==> config.mk <==
export PLATFORM = sky130hd
export DESIGN_NAME = auxseq_top
export DESIGN_NICKNAME = d
export VERILOG_FILES = /design/src/rtl/auxseq_pkg.sv /design/src/rtl/auxseq_settle.sv /design/src/rtl/auxseq_slot.sv /design/src/rtl/auxseq_top.sv
export SDC_FILE = /design/constraint.sdc
export NUM_CORES = 1
export LEC_CHECK = 0
export CELL_PAD_IN_SITES_DETAIL_PLACEMENT = 1
export CELL_PAD_IN_SITES_GLOBAL_PLACEMENT = 1
export CORE_MARGIN = 10
export CORE_UTILIZATION = 45
export DETAILED_ROUTE_END_ITERATION = 8
export DONT_BUFFER_PORTS = 1
export GPL_TIMING_DRIVEN = 0
export PLACE_DENSITY_LB_ADDON = 0.05
export SKIP_LAST_GASP = 1
export SYNTH_ARGS = -nofsm -noshare
export SYNTH_HDL_FRONTEND = slang
export SYNTH_HIERARCHICAL = 1
export SYNTH_SLANG_ARGS = --single-unit
==> constraint.sdc <==
create_clock -name clk_sys_in -period 3.6 [get_ports clk_sys_in]
set_input_delay 0.54 -clock clk_sys_in [delete_from_list [all_inputs] [get_ports clk_sys_in]]
set_output_delay 0.54 -clock clk_sys_in [all_outputs]
set_load 0.02 [all_outputs]
==> src/rtl/auxseq_pkg.sv <==
package auxseq_pkg;

	// ---------------------------------------------------------------
	// Run modes and slots
	// ---------------------------------------------------------------
	localparam logic [1:0] MODE_STOP   = 2'h0;
	localparam logic [1:0] MODE_SINGLE = 2'h1;
	localparam logic [1:0] MODE_CONT   = 2'h2;
	localparam logic [1:0] MODE_EIGHT  = 2'h3;

	localparam int          GPIO_COUNT   = 8;
	localparam int          MISC_COUNT   = 12;
	localparam logic [3:0]  MISC_LAST    = 4'hb;
	localparam logic [2:0]  GPIO_LAST    = 3'h7;
	localparam logic [3:0]  RR_EIGHT     = 4'h8;
	localparam logic [15:0] RESULT_RESET = 16'h8000;

	// Slot of the cell multiplexer inside the cycle; main ADC fixed slot.
	localparam logic [3:0] CELL_SLOT      = 4'h5;
	localparam logic [3:0] MAIN_FIXED_SLOT = 4'hc;

	// GPIO pin functions that route the pin to the converter.
	localparam logic [2:0] PIN_ADC       = 3'h2;
	localparam logic [2:0] PIN_ADC_PROT  = 3'h3;

	// Cell select: 0 loops, 1..16 lock a cell, 17 locks the bus-bar.
	localparam logic [4:0] CELL_SEL_LOOP = 5'h00;
	localparam logic [4:0] CELL_SEL_BB   = 5'h11;
	localparam logic [4:0] BB_CHANNEL    = 5'h11;
	// GPIO select: 0 loops, 1..8 lock that GPIO.
	localparam logic [3:0] GPIO_SEL_LOOP = 4'h0;

	// ---------------------------------------------------------------
	// Settling times
	// ---------------------------------------------------------------
	localparam int CLK_MHZ       = 200;
	localparam int SETTLE_A_US   = 4300;
	localparam int SETTLE_B_US   = 2300;
	localparam int SETTLE_C_US   = 1300;
	localparam int SETTLE_A_CYC  = SETTLE_A_US * CLK_MHZ;
	localparam int SETTLE_B_CYC  = SETTLE_B_US * CLK_MHZ;
	localparam int SETTLE_C_CYC  = SETTLE_C_US * CLK_MHZ;
	localparam logic [1:0] SETTLE_SEL_RESET = 2'h0;

	typedef enum logic [1:0] {
		AUXSEQ_IDLE,
		AUXSEQ_RUN,
		AUXSEQ_FROZEN
	} auxseq_state_t;

endpackage

==> src/rtl/auxseq_settle.sv <==
`timescale 1ns/10ps
// Counts the settling wait after the cell multiplexer moves.
module auxseq_settle (
	// Clock and reset
	input  wire logic        clk_sys_in,
	input  wire logic        rst_n_in,
	// Control
	input  wire logic        restart_in,
	input  wire logic        tick_in,
	input  wire logic [1:0]  select_in,
	input  wire logic [31:0] limit_a_in,
	input  wire logic [31:0] limit_b_in,
	input  wire logic [31:0] limit_c_in,
	// Status
	output logic             settled_out
);

	logic [31:0] count_reg;
	logic [31:0] limit;

	always_comb begin
		unique case (select_in)
			2'h1:    limit = limit_b_in;
			2'h2:    limit = limit_c_in;
			default: limit = limit_a_in;
		endcase
	end

	always_ff @(posedge clk_sys_in or negedge rst_n_in) begin
		if (!rst_n_in) begin
			count_reg <= 32'h0;
		end else if (restart_in) begin
			count_reg <= 32'h0;
		end else if (tick_in && count_reg < limit) begin
			count_reg <= count_reg + 32'h1;
		end
	end

	assign settled_out = (count_reg >= limit);

endmodule // auxseq_settle

==> src/rtl/auxseq_slot.sv <==
`timescale 1ns/10ps
// Slot counter of one round-robin cycle: cell slot plus twelve misc
// inputs plus one GPIO slot. The cell slot position moves with the
// main converter when alignment is dynamic.
module auxseq_slot (
	// Clock and reset
	input  wire logic       clk_sys_in,
	input  wire logic       rst_n_in,
	// Control
	input  wire logic       step_in,
	input  wire logic       clear_in,
	input  wire logic [3:0] cell_pos_in,
	// Slot state
	output logic [3:0]      slot_out,
	output logic            cell_slot_out,
	output logic            gpio_slot_out,
	output logic            cycle_end_out
);

	localparam logic [3:0] LAST_SLOT = 4'hd;

	logic [3:0] slot_reg;

	always_ff @(posedge clk_sys_in or negedge rst_n_in) begin
		if (!rst_n_in) begin
			slot_reg <= 4'h0;
		end else if (clear_in) begin
			slot_reg <= 4'h0;
		end else if (step_in) begin
			slot_reg <= (slot_reg == LAST_SLOT) ? 4'h0 : slot_reg + 4'h1;
		end
	end

	assign slot_out      = slot_reg;
	assign cell_slot_out = (slot_reg == cell_pos_in);
	assign gpio_slot_out = (slot_reg == LAST_SLOT);
	assign cycle_end_out = step_in && (slot_reg == LAST_SLOT);

endmodule // auxseq_slot

==> src/rtl/auxseq_top.sv <==
`timescale 1ns/10ps
// Notes on behaviour
// - One GPIO slot per round-robin cycle.
// - First cycle measures GPIO1, then steps onward.
// - Looping measures every GPIO; ADC configuration gates only the locked result.
// - Looping GPIO select writes no result.
// - Locked GPIO reports result, otherwise 0x8000.
// - All twelve misc inputs converted every cycle.
// - Protector DAC inputs show live thresholds.
// - Go starts converter and latches configuration.
// - Run status high while converter runs.
// - Misc ready after all misc converted.
// - Cell ready after selected channels converted.
// - GPIO ready after all eight GPIO channels visited.
// - Continuous mode runs until stop go.
// - Single mode runs one cycle.
// - Eight mode runs eight cycles then stops.
// - Sleep freezes state; wake resumes it.
// - Dynamic alignment moves cell slot to main.
// - Fixed alignment ties cell slot to slot 5 (meets main slot 12).
// - Three settling waits; wait conversions discarded.
// - Cell slot visits only active cells and bus-bar, or the selected one.
// - Locked active channel updates cell result after settle.
module auxseq_top (
	// Clock and reset
	input  wire logic        clk_sys_in,
	input  wire logic        rst_n_in,
	// Command and configuration
	input  wire logic        aux_go_in,
	input  wire logic [1:0]  aux_run_mode_in,
	input  wire logic [4:0]  aux_cell_select_in,
	input  wire logic [1:0]  aux_settle_select_in,
	input  wire logic [3:0]  aux_gpio_select_in,
	input  wire logic [3:0]  active_cell_count_in,
	input  wire logic [23:0] pin_function_config_in,
	input  wire logic        cell_align_fixed_in,
	// Power mode and main converter
	input  wire logic        active_mode_in,
	input  wire logic [3:0]  main_cell_slot_in,
	// Converter
	input  wire logic        conv_done_in,
	input  wire logic [15:0] conv_data_in,
	// Live protector thresholds
	input  wire logic [15:0] prot_dac_in,
	// Converter steering
	output logic [3:0]       slot_out,
	output logic [4:0]       cell_channel_out,
	output logic [2:0]       gpio_channel_out,
	output logic             conv_enable_out,
	// Status
	output logic             aux_run_out,
	output logic             misc_ready_flag_out,
	output logic             cell_ready_flag_out,
	output logic             gpio_ready_flag_out,
	// Results
	output logic [7:0]       gpio_result_high_out,
	output logic [7:0]       gpio_result_low_out,
	output logic [15:0]      cell_result_out,
	output logic [15:0]      misc_result_out,
	output logic [3:0]       misc_index_out,
	output logic             misc_valid_out
);

	// ---------------------------------------------------------------
	// Latched configuration
	// ---------------------------------------------------------------
	logic [1:0]  mode_reg;
	logic [4:0]  cell_sel_reg;
	logic [1:0]  settle_sel_reg;
	logic [3:0]  gpio_sel_reg;
	logic [3:0]  cell_count_reg;
	logic [23:0] pin_cfg_reg;

	always_ff @(posedge clk_sys_in or negedge rst_n_in) begin
		if (!rst_n_in) begin
			mode_reg       <= auxseq_pkg::MODE_STOP;
			cell_sel_reg   <= auxseq_pkg::CELL_SEL_LOOP;
			settle_sel_reg <= auxseq_pkg::SETTLE_SEL_RESET;
			gpio_sel_reg   <= auxseq_pkg::GPIO_SEL_LOOP;
			cell_count_reg <= 4'h0;
			pin_cfg_reg    <= 24'h0;
		end else if (aux_go_in) begin
			mode_reg       <= aux_run_mode_in;
			cell_sel_reg   <= aux_cell_select_in;
			settle_sel_reg <= aux_settle_select_in;
			gpio_sel_reg   <= aux_gpio_select_in;
			cell_count_reg <= active_cell_count_in;
			pin_cfg_reg    <= pin_function_config_in;
		end
	end

	// ---------------------------------------------------------------
	// Helpers
	// ---------------------------------------------------------------
	function automatic logic pin_is_adc(input logic [23:0] cfg,
	                                     input logic [2:0]  idx);
		logic [2:0] f;
		f = cfg[idx*3 +: 3];
		return (f == auxseq_pkg::PIN_ADC) ||
		       (f == auxseq_pkg::PIN_ADC_PROT);
	endfunction

	// Cell channels 1..count are active; count 0 is taken as all 16.
	function automatic logic cell_is_active(input logic [4:0] ch,
	                                         input logic [3:0] cnt);
		logic [4:0] top;
		top = (cnt == 4'h0) ? 5'h10 : {1'b0, cnt};
		return (ch != 5'h00) && (ch <= top);
	endfunction

	// ---------------------------------------------------------------
	// Run state
	// ---------------------------------------------------------------
	auxseq_pkg::auxseq_state_t state_reg;
	logic       running;
	logic       step;
	logic       cycle_end;
	logic [3:0] slot;
	logic       cell_slot;
	logic       gpio_slot;
	logic [3:0] cell_pos;
	logic [3:0] rr_count_reg;
	logic       auto_stop;

	assign running = (state_reg == auxseq_pkg::AUXSEQ_RUN);
	// A slot advances only on a finished conversion while running.
	assign step = running && active_mode_in && conv_done_in;

	assign auto_stop = cycle_end &&
		((mode_reg == auxseq_pkg::MODE_SINGLE) ||
		 (mode_reg == auxseq_pkg::MODE_EIGHT &&
		  rr_count_reg == auxseq_pkg::RR_EIGHT - 4'h1));

	always_ff @(posedge clk_sys_in or negedge rst_n_in) begin
		if (!rst_n_in) begin
			state_reg <= auxseq_pkg::AUXSEQ_IDLE;
		end else if (aux_go_in) begin
			// Mode 00 with go is the only stop for continuous mode.
			state_reg <= (aux_run_mode_in == auxseq_pkg::MODE_STOP) ?
				auxseq_pkg::AUXSEQ_IDLE : auxseq_pkg::AUXSEQ_RUN;
		end else begin
			unique case (state_reg)
				auxseq_pkg::AUXSEQ_IDLE: begin
					state_reg <= auxseq_pkg::AUXSEQ_IDLE;
				end
				auxseq_pkg::AUXSEQ_RUN: begin
					if (!active_mode_in)
						state_reg <= auxseq_pkg::AUXSEQ_FROZEN;
					else if (auto_stop)
						state_reg <= auxseq_pkg::AUXSEQ_IDLE;
				end
				auxseq_pkg::AUXSEQ_FROZEN: begin
					if (active_mode_in)
						state_reg <= auxseq_pkg::AUXSEQ_RUN;
				end
			endcase
		end
	end

	always_ff @(posedge clk_sys_in or negedge rst_n_in) begin
		if (!rst_n_in) begin
			rr_count_reg <= 4'h0;
		end else if (aux_go_in) begin
			rr_count_reg <= 4'h0;
		end else if (cycle_end && rr_count_reg != 4'hf) begin
			rr_count_reg <= rr_count_reg + 4'h1;
		end
	end

	// ---------------------------------------------------------------
	// Slot position
	// ---------------------------------------------------------------
	// Fixed alignment places the cell slot so that it meets main slot
	// 12; dynamic alignment tracks the main converter's target slot.
	assign cell_pos = cell_align_fixed_in ?
		auxseq_pkg::CELL_SLOT :
		((main_cell_slot_in > auxseq_pkg::MAIN_FIXED_SLOT) ?
		  auxseq_pkg::CELL_SLOT :
		  auxseq_pkg::CELL_SLOT - (auxseq_pkg::MAIN_FIXED_SLOT -
		  main_cell_slot_in) % 4'h6);

	auxseq_slot u_slot (
		.clk_sys_in    (clk_sys_in),
		.rst_n_in      (rst_n_in),
		.step_in       (step),
		.clear_in      (aux_go_in),
		.cell_pos_in   (cell_pos),
		.slot_out      (slot),
		.cell_slot_out (cell_slot),
		.gpio_slot_out (gpio_slot),
		.cycle_end_out (cycle_end)
	);

	// ---------------------------------------------------------------
	// GPIO channel
	// ---------------------------------------------------------------
	logic [2:0] gpio_ch_reg;
	logic [7:0] gpio_seen_reg;
	logic       gpio_locked;

	assign gpio_locked = (gpio_sel_reg != auxseq_pkg::GPIO_SEL_LOOP) &&
	                     (gpio_sel_reg <= 4'h8);

	always_ff @(posedge clk_sys_in or negedge rst_n_in) begin
		if (!rst_n_in) begin
			gpio_ch_reg <= 3'h0;
		end else if (aux_go_in) begin
			gpio_ch_reg <= (aux_gpio_select_in != 4'h0 &&
			                aux_gpio_select_in <= 4'h8) ?
				3'(aux_gpio_select_in - 4'h1) : 3'h0;
		end else if (step && gpio_slot && !gpio_locked) begin
			gpio_ch_reg <= gpio_ch_reg + 3'h1;
		end
	end

	always_ff @(posedge clk_sys_in or negedge rst_n_in) begin
		if (!rst_n_in) begin
			gpio_seen_reg <= 8'h0;
		end else if (aux_go_in) begin
			gpio_seen_reg <= 8'h0;
		end else if (step && gpio_slot) begin
			gpio_seen_reg[gpio_ch_reg] <= 1'b1;
		end
	end

	// ---------------------------------------------------------------
	// Cell multiplexer channel
	// ---------------------------------------------------------------
	logic [4:0] cell_ch_reg;
	logic [4:0] cell_next;
	logic       cell_locked;
	logic       cell_lock_valid;
	logic       settled;
	logic       settle_tick;
	logic       cell_move;
	logic [16:0] cell_seen_reg;
	logic       cell_all_seen;

	assign cell_locked = (cell_sel_reg != auxseq_pkg::CELL_SEL_LOOP);
	assign cell_lock_valid = (cell_sel_reg == auxseq_pkg::CELL_SEL_BB) ||
		cell_is_active(cell_sel_reg, cell_count_reg);

	// Next visited channel in loop mode: active cells then bus-bar.
	always_comb begin
		if (cell_ch_reg == auxseq_pkg::BB_CHANNEL)
			cell_next = 5'h01;
		else if (cell_is_active(cell_ch_reg + 5'h01, cell_count_reg))
			cell_next = cell_ch_reg + 5'h01;
		else
			cell_next = auxseq_pkg::BB_CHANNEL;
	end

	assign cell_move = step && cell_slot && settled && !cell_locked;
	assign settle_tick = running && active_mode_in;

	auxseq_settle u_settle (
		.clk_sys_in  (clk_sys_in),
		.rst_n_in    (rst_n_in),
		.restart_in  (aux_go_in || cell_move),
		.tick_in     (settle_tick),
		.select_in   (settle_sel_reg),
		.limit_a_in  (32'(auxseq_pkg::SETTLE_A_CYC)),
		.limit_b_in  (32'(auxseq_pkg::SETTLE_B_CYC)),
		.limit_c_in  (32'(auxseq_pkg::SETTLE_C_CYC)),
		.settled_out (settled)
	);

	always_ff @(posedge clk_sys_in or negedge rst_n_in) begin
		if (!rst_n_in) begin
			cell_ch_reg <= 5'h01;
		end else if (aux_go_in) begin
			cell_ch_reg <= (aux_cell_select_in == 5'h00) ?
				5'h01 : aux_cell_select_in;
		end else if (cell_move) begin
			cell_ch_reg <= cell_next;
		end
	end

	always_ff @(posedge clk_sys_in or negedge rst_n_in) begin
		if (!rst_n_in) begin
			cell_seen_reg <= 17'h0;
		end else if (aux_go_in) begin
			cell_seen_reg <= 17'h0;
		end else if (step && cell_slot && settled &&
		             cell_ch_reg != 5'h00) begin
			cell_seen_reg[cell_ch_reg - 5'h01] <= 1'b1;
		end
	end

	always_comb begin
		cell_all_seen = 1'b1;
		if (cell_locked) begin
			cell_all_seen = (cell_ch_reg != 5'h00) &&
				cell_seen_reg[cell_ch_reg - 5'h01];
		end else begin
			for (int i = 0; i < 16; i++) begin
				if (cell_is_active(5'(i + 1), cell_count_reg) &&
				    !cell_seen_reg[i])
					cell_all_seen = 1'b0;
			end
			if (!cell_seen_reg[16])
				cell_all_seen = 1'b0;
		end
	end

	// ---------------------------------------------------------------
	// Misc tracking
	// ---------------------------------------------------------------
	logic [11:0] misc_seen_reg;
	logic        misc_slot;
	logic [3:0]  misc_idx;

	// Misc inputs fill every slot that is neither cell nor GPIO.
	assign misc_slot = !cell_slot && !gpio_slot;
	assign misc_idx = (slot > cell_pos) ? slot - 4'h1 : slot;

	always_ff @(posedge clk_sys_in or negedge rst_n_in) begin
		if (!rst_n_in) begin
			misc_seen_reg <= 12'h0;
		end else if (aux_go_in) begin
			misc_seen_reg <= 12'h0;
		end else if (step && misc_slot &&
		             misc_idx <= auxseq_pkg::MISC_LAST) begin
			misc_seen_reg[misc_idx] <= 1'b1;
		end
	end

	// ---------------------------------------------------------------
	// Registered outputs
	// ---------------------------------------------------------------
	always_ff @(posedge clk_sys_in or negedge rst_n_in) begin
		if (!rst_n_in) begin
			aux_run_out         <= 1'b0;
			misc_ready_flag_out <= 1'b0;
			cell_ready_flag_out <= 1'b0;
			gpio_ready_flag_out <= 1'b0;
		end else begin
			aux_run_out         <= (state_reg !=
				auxseq_pkg::AUXSEQ_IDLE) && !aux_go_in;
			misc_ready_flag_out <= !aux_go_in && (&misc_seen_reg);
			cell_ready_flag_out <= !aux_go_in && cell_all_seen;
			gpio_ready_flag_out <= !aux_go_in && (&gpio_seen_reg);
		end
	end

	always_ff @(posedge clk_sys_in or negedge rst_n_in) begin
		if (!rst_n_in) begin
			slot_out         <= 4'h0;
			cell_channel_out <= 5'h01;
			gpio_channel_out <= 3'h0;
			conv_enable_out  <= 1'b0;
		end else begin
			slot_out         <= slot;
			cell_channel_out <= cell_ch_reg;
			gpio_channel_out <= gpio_ch_reg;
			conv_enable_out  <= running && active_mode_in;
		end
	end

	// Results hold the reset pattern unless a valid lock is latched.
	always_ff @(posedge clk_sys_in or negedge rst_n_in) begin
		if (!rst_n_in) begin
			gpio_result_high_out <= auxseq_pkg::RESULT_RESET[15:8];
			gpio_result_low_out  <= auxseq_pkg::RESULT_RESET[7:0];
		end else if (aux_go_in) begin
			gpio_result_high_out <= auxseq_pkg::RESULT_RESET[15:8];
			gpio_result_low_out  <= auxseq_pkg::RESULT_RESET[7:0];
		end else if (step && gpio_slot && gpio_locked &&
		             pin_is_adc(pin_cfg_reg, gpio_ch_reg)) begin
			gpio_result_high_out <= conv_data_in[15:8];
			gpio_result_low_out  <= conv_data_in[7:0];
		end
	end

	always_ff @(posedge clk_sys_in or negedge rst_n_in) begin
		if (!rst_n_in) begin
			cell_result_out <= auxseq_pkg::RESULT_RESET;
		end else if (aux_go_in) begin
			cell_result_out <= auxseq_pkg::RESULT_RESET;
		end else if (step && cell_slot && settled &&
		             cell_locked && cell_lock_valid) begin
			cell_result_out <= conv_data_in;
		end
	end

	// Protector DAC slots pass the live threshold sample straight out.
	always_ff @(posedge clk_sys_in or negedge rst_n_in) begin
		if (!rst_n_in) begin
			misc_result_out <= 16'h0;
			misc_index_out  <= 4'h0;
			misc_valid_out  <= 1'b0;
		end else begin
			misc_valid_out <= step && misc_slot &&
			                  misc_idx <= auxseq_pkg::MISC_LAST;
			if (step && misc_slot) begin
				misc_index_out  <= misc_idx;
				misc_result_out <= (misc_idx >= 4'h7) ?
					prot_dac_in : conv_data_in;
			end
		end
	end

endmodule // auxseq_top

==> summary.txt <==
Outcome
  • Status: finished, violations left
  • Violated checks: negative hold slack

Floorplanning
  • # rows: 58
  • Initial Util: 45.5%
  • Die area: 32200 um2
  • Core ar.: 25100 um2
  • Die Wd: 179 um
  • DIE HEIGHT: 179 um
  • Ports: 153

Clocking
  • Clock sink count: 190
  • Root Buffer: clkbuf_16
  • Worst-Skew Late Latency: 440 ps
  • H-tree depth: 4
  • CTS buffer count: 17
  • Clock buffer depth: 2
  • Clk slew on worst S/H paths: 90 ps
  • CTS tree: done

Setup path
  • Req. time, crit path: 3960 ps
  • Crit. End Element: flip-flop
  • Worst r2r src: settle_sel_reg[0]
  • Worst Path Arrival: 3880 ps
  • Top delay family on crit path: simple AND/OR/NAND/NOR gates
  • Critical path depth: 19
  • Maximum fanout along the worst path: 10
  • WP buf/inv: 3
  • Slowest Stage Delay on Critical Path: 510 ps
  • Reg2Reg Depth: 19
  • Critical Path Start: settle_sel_reg[0]
  • CP startpoint kind: flip-flop
  • Worst-path cell with the longest stage delay: or4_1
  • Critical setup path kind: flip-flop to flip-flop
  • Crit-path cells: inv_2 -> ha_4 -> buf_8 -> a22oi_1 -> nor2_2 -> a21oi_2 -> ha_1 -> nand4_1 -> a21oi_2 -> nor3_1 -> o21ai_1 -> a21boi_4 -> o21ai_4 -> nand3_4 -> nor2_4 -> nor2_4 -> inv_4 -> or4_1 -> o21ai_0

Pwr
  • Max VDD drop: 0.296 mV
  • Pleak: 0.00566 uW
  • Pwr/cell area: 403 nW/um2

Logic synthesis
  • Sequential area share after synthesis: 41.7%
  • Post-synthesis cell type count: 75
  • Post-Synthesis Cell Area: 11400 um2
  • Top FF cell, synth: dfrtp_1
  • Synth async-reset ratio: 100%
  • Post-Synthesis Cells: 1247
  • Number of flops mapped to enable cells by yosys: 0
  • #FFs+latches synth: 190
  • Avg Synthesized Cell Area: 9.16 um2
  • Largest cells by area after synthesis: dfrtp_1, ha_1, a21oi_1
  • Synth warn: 6
  • Top-area cell type share of the netlist area: 40.7%
  • Yosys top cell by area: dfrtp_1

Route
  • Drt total wl: 35.5 mm
  • DR vias: 9856
  • Vias per cell: 5.72
  • Antenna Violating Nets Remaining: 0
  • Wire length per cell: 20.6 um
  • Initial DRT Pass Iterations: 5
  • Post-route DRC violation count: 0
  • DR iter-0 viols: 699

Timing
  • Min Clock Period, post-route: 3520 ps
  • Final setup fails: 0
  • Max Fclk: 284 MHz
  • Worst hold margin: -224 ps
  • Tcrit/Tclk final: 97.8%
  • Relative slew slack: 43.5%
  • Final Hold Viols: 186
  • Final Slew Violations: 0
  • Clk_skew: 21.2 ps
  • Worst slew pin tran: 848 ps

Place
  • GPL Wtd Cong: 0.858
  • I/O Buffers: 0
  • DP HPWL: 26.3 mm

Global routing
  • Largest net degree at the start of global routing: 191
  • First-pass GRT wire length: 55.9 mm
  • Total gr overflow: 0
  • GRT Overall Usage: 21.8%
  • Initial antenna violation count: 1
  • Vias in the first global route: 10282

Layout
  • Nets: 1531
  • Final core utilization: 54.0%
  • Max reg flops: 32
  • Syn-to-layout area delta: 18.8%
  • Share of cells above drive strength 1: 14.3%
  • Diodes inserted: 0

Hold path
  • Hold WC Path Type: primary input to asynchronous set/reset pin

Flow run
  • Maxcap violations: 0
-- cell usage after synthesis (18+ instances only) --
library cell,number
mux2_2,31
dfrtp_1,186
a22oi_1,36
nand2b_1,36
ha_1,69
nand2_1,66
nand4_1,26
nor2_1,147
o21ai_0,53
or3_1,20
nand3_1,36
mux2i_1,40
clkbuf_1,47
a21oi_1,123
nor3_1,18
a31oi_1,41
inv_1,44
-- repair_timing --
item                                    4_1_cts  5_1_grt
buffers inserted                              7       15
endpoints found under the setup margin       84      101
pin swaps                                     4       22
gates cloned                                  0        1
endpoints found under the hold margin       190      188
gates resized for setup                      52       99
-- power by group --
part,leakage [uW],total (uW),internal (uW),switching (uW)
clock,0.000298,1990,964,1030
sequential,0.00250,2450,2250,199
combinational,0.00286,1020,417,604
total,0.00566,5460,3630,1830
-- cell type report --
class                           instances  area (um2)
Multi-Input combinational cell       1039        6950
Tap cell                              330         413
Fill cell                            2929       11500
Inverter                               44         171
Clock buffer                           17         425
Buffer                                 64         434
Sequential cell                       190        4760
Clock inverter                         15         203
Timing Repair Buffer                   23         206
-- routing by layer --
metal	vias to the layer above	track usage (%)	share of wire [%]
li1	4704	-	-
met1	4951	27.7	44
met2	170	35.8	48
met3	29	6.08	6.1
met4	2	5.57	1.5
met5	-	0	0.037
-- worst paths after layout --
kind                                         end  slack (ps)
max                        u_settle/count_reg[2]          80
min                           misc_result_out[2]        -220
max reg2reg                u_settle/count_reg[2]          80
min reg2reg                  gpio_channel_out[2]         400
max in group asynchronous    cell_channel_out[0]        3470
min in group clk_sys_in       u_slot/slot_out[0]         150
-- stage by stage --
stage / instance area (um2) / setup TNS [ps] / total power [uW] / setup slack [ps] / std cells
3_3_place_gp: 12300 / -89350 / 3350 / -1410 / 1671
6_report: 13600 / 0 / 5460 / 79.6 / 1722
3_5_place_dp: 12300 / -95950 / 3390 / -1480 / 1671
2_1_floorplan: 11900 / 0 / 3150 / 6.56 / 1341
5_1_grt: 13600 / -4570 / 5760 / -152 / 1722
4_1_cts: 13100 / 0 / 5430 / 1.50 / 1709
-- logic make-up (layout without fill, tap and decap cells) --
kind of cell	count (synthesis)	in the layout	share of synthesized area (%)
adders and majority gates	69	69	7.56
DFF	190	190	41.7
other	2	96	0.0657
and+or+nand+nor	424	424	18.6
buffers and inverters	112	163	4.02
AOI/OAI and AO/OA	351	351	18.9
muxes	76	76	7.45
xor gates and xnor gates	23	23	1.76
-- layout by cell type, fill, tap and decap left out, types with 7 or more instances in the layout --
cell type	n
a21oi_2	11
inv_1	40
clkbuf_1	25
o31ai_1	16
nor3_1	16
nor2b_1	11
mux2_2	31
nor4_1	11
a21oi_1	113
clkbuf_16	18
nand3_1	34
o21a_1	10
o211ai_1	7
mux2i_1	40
o21ai_1	18
a31oi_1	40
nand2_1	64
ha_1	63
conb_1	96
o22ai_1	7
or3_1	20
and2_1	9
nand2b_1	35
dfrtp_1	185
or4_1	12
nand4_1	26
a22oi_1	31
o21ai_0	48
xnor2_1	14
buf_4	26
nor2_1	140
buf_6	15
No activity file was read; power rests on OpenSTA's default activity.
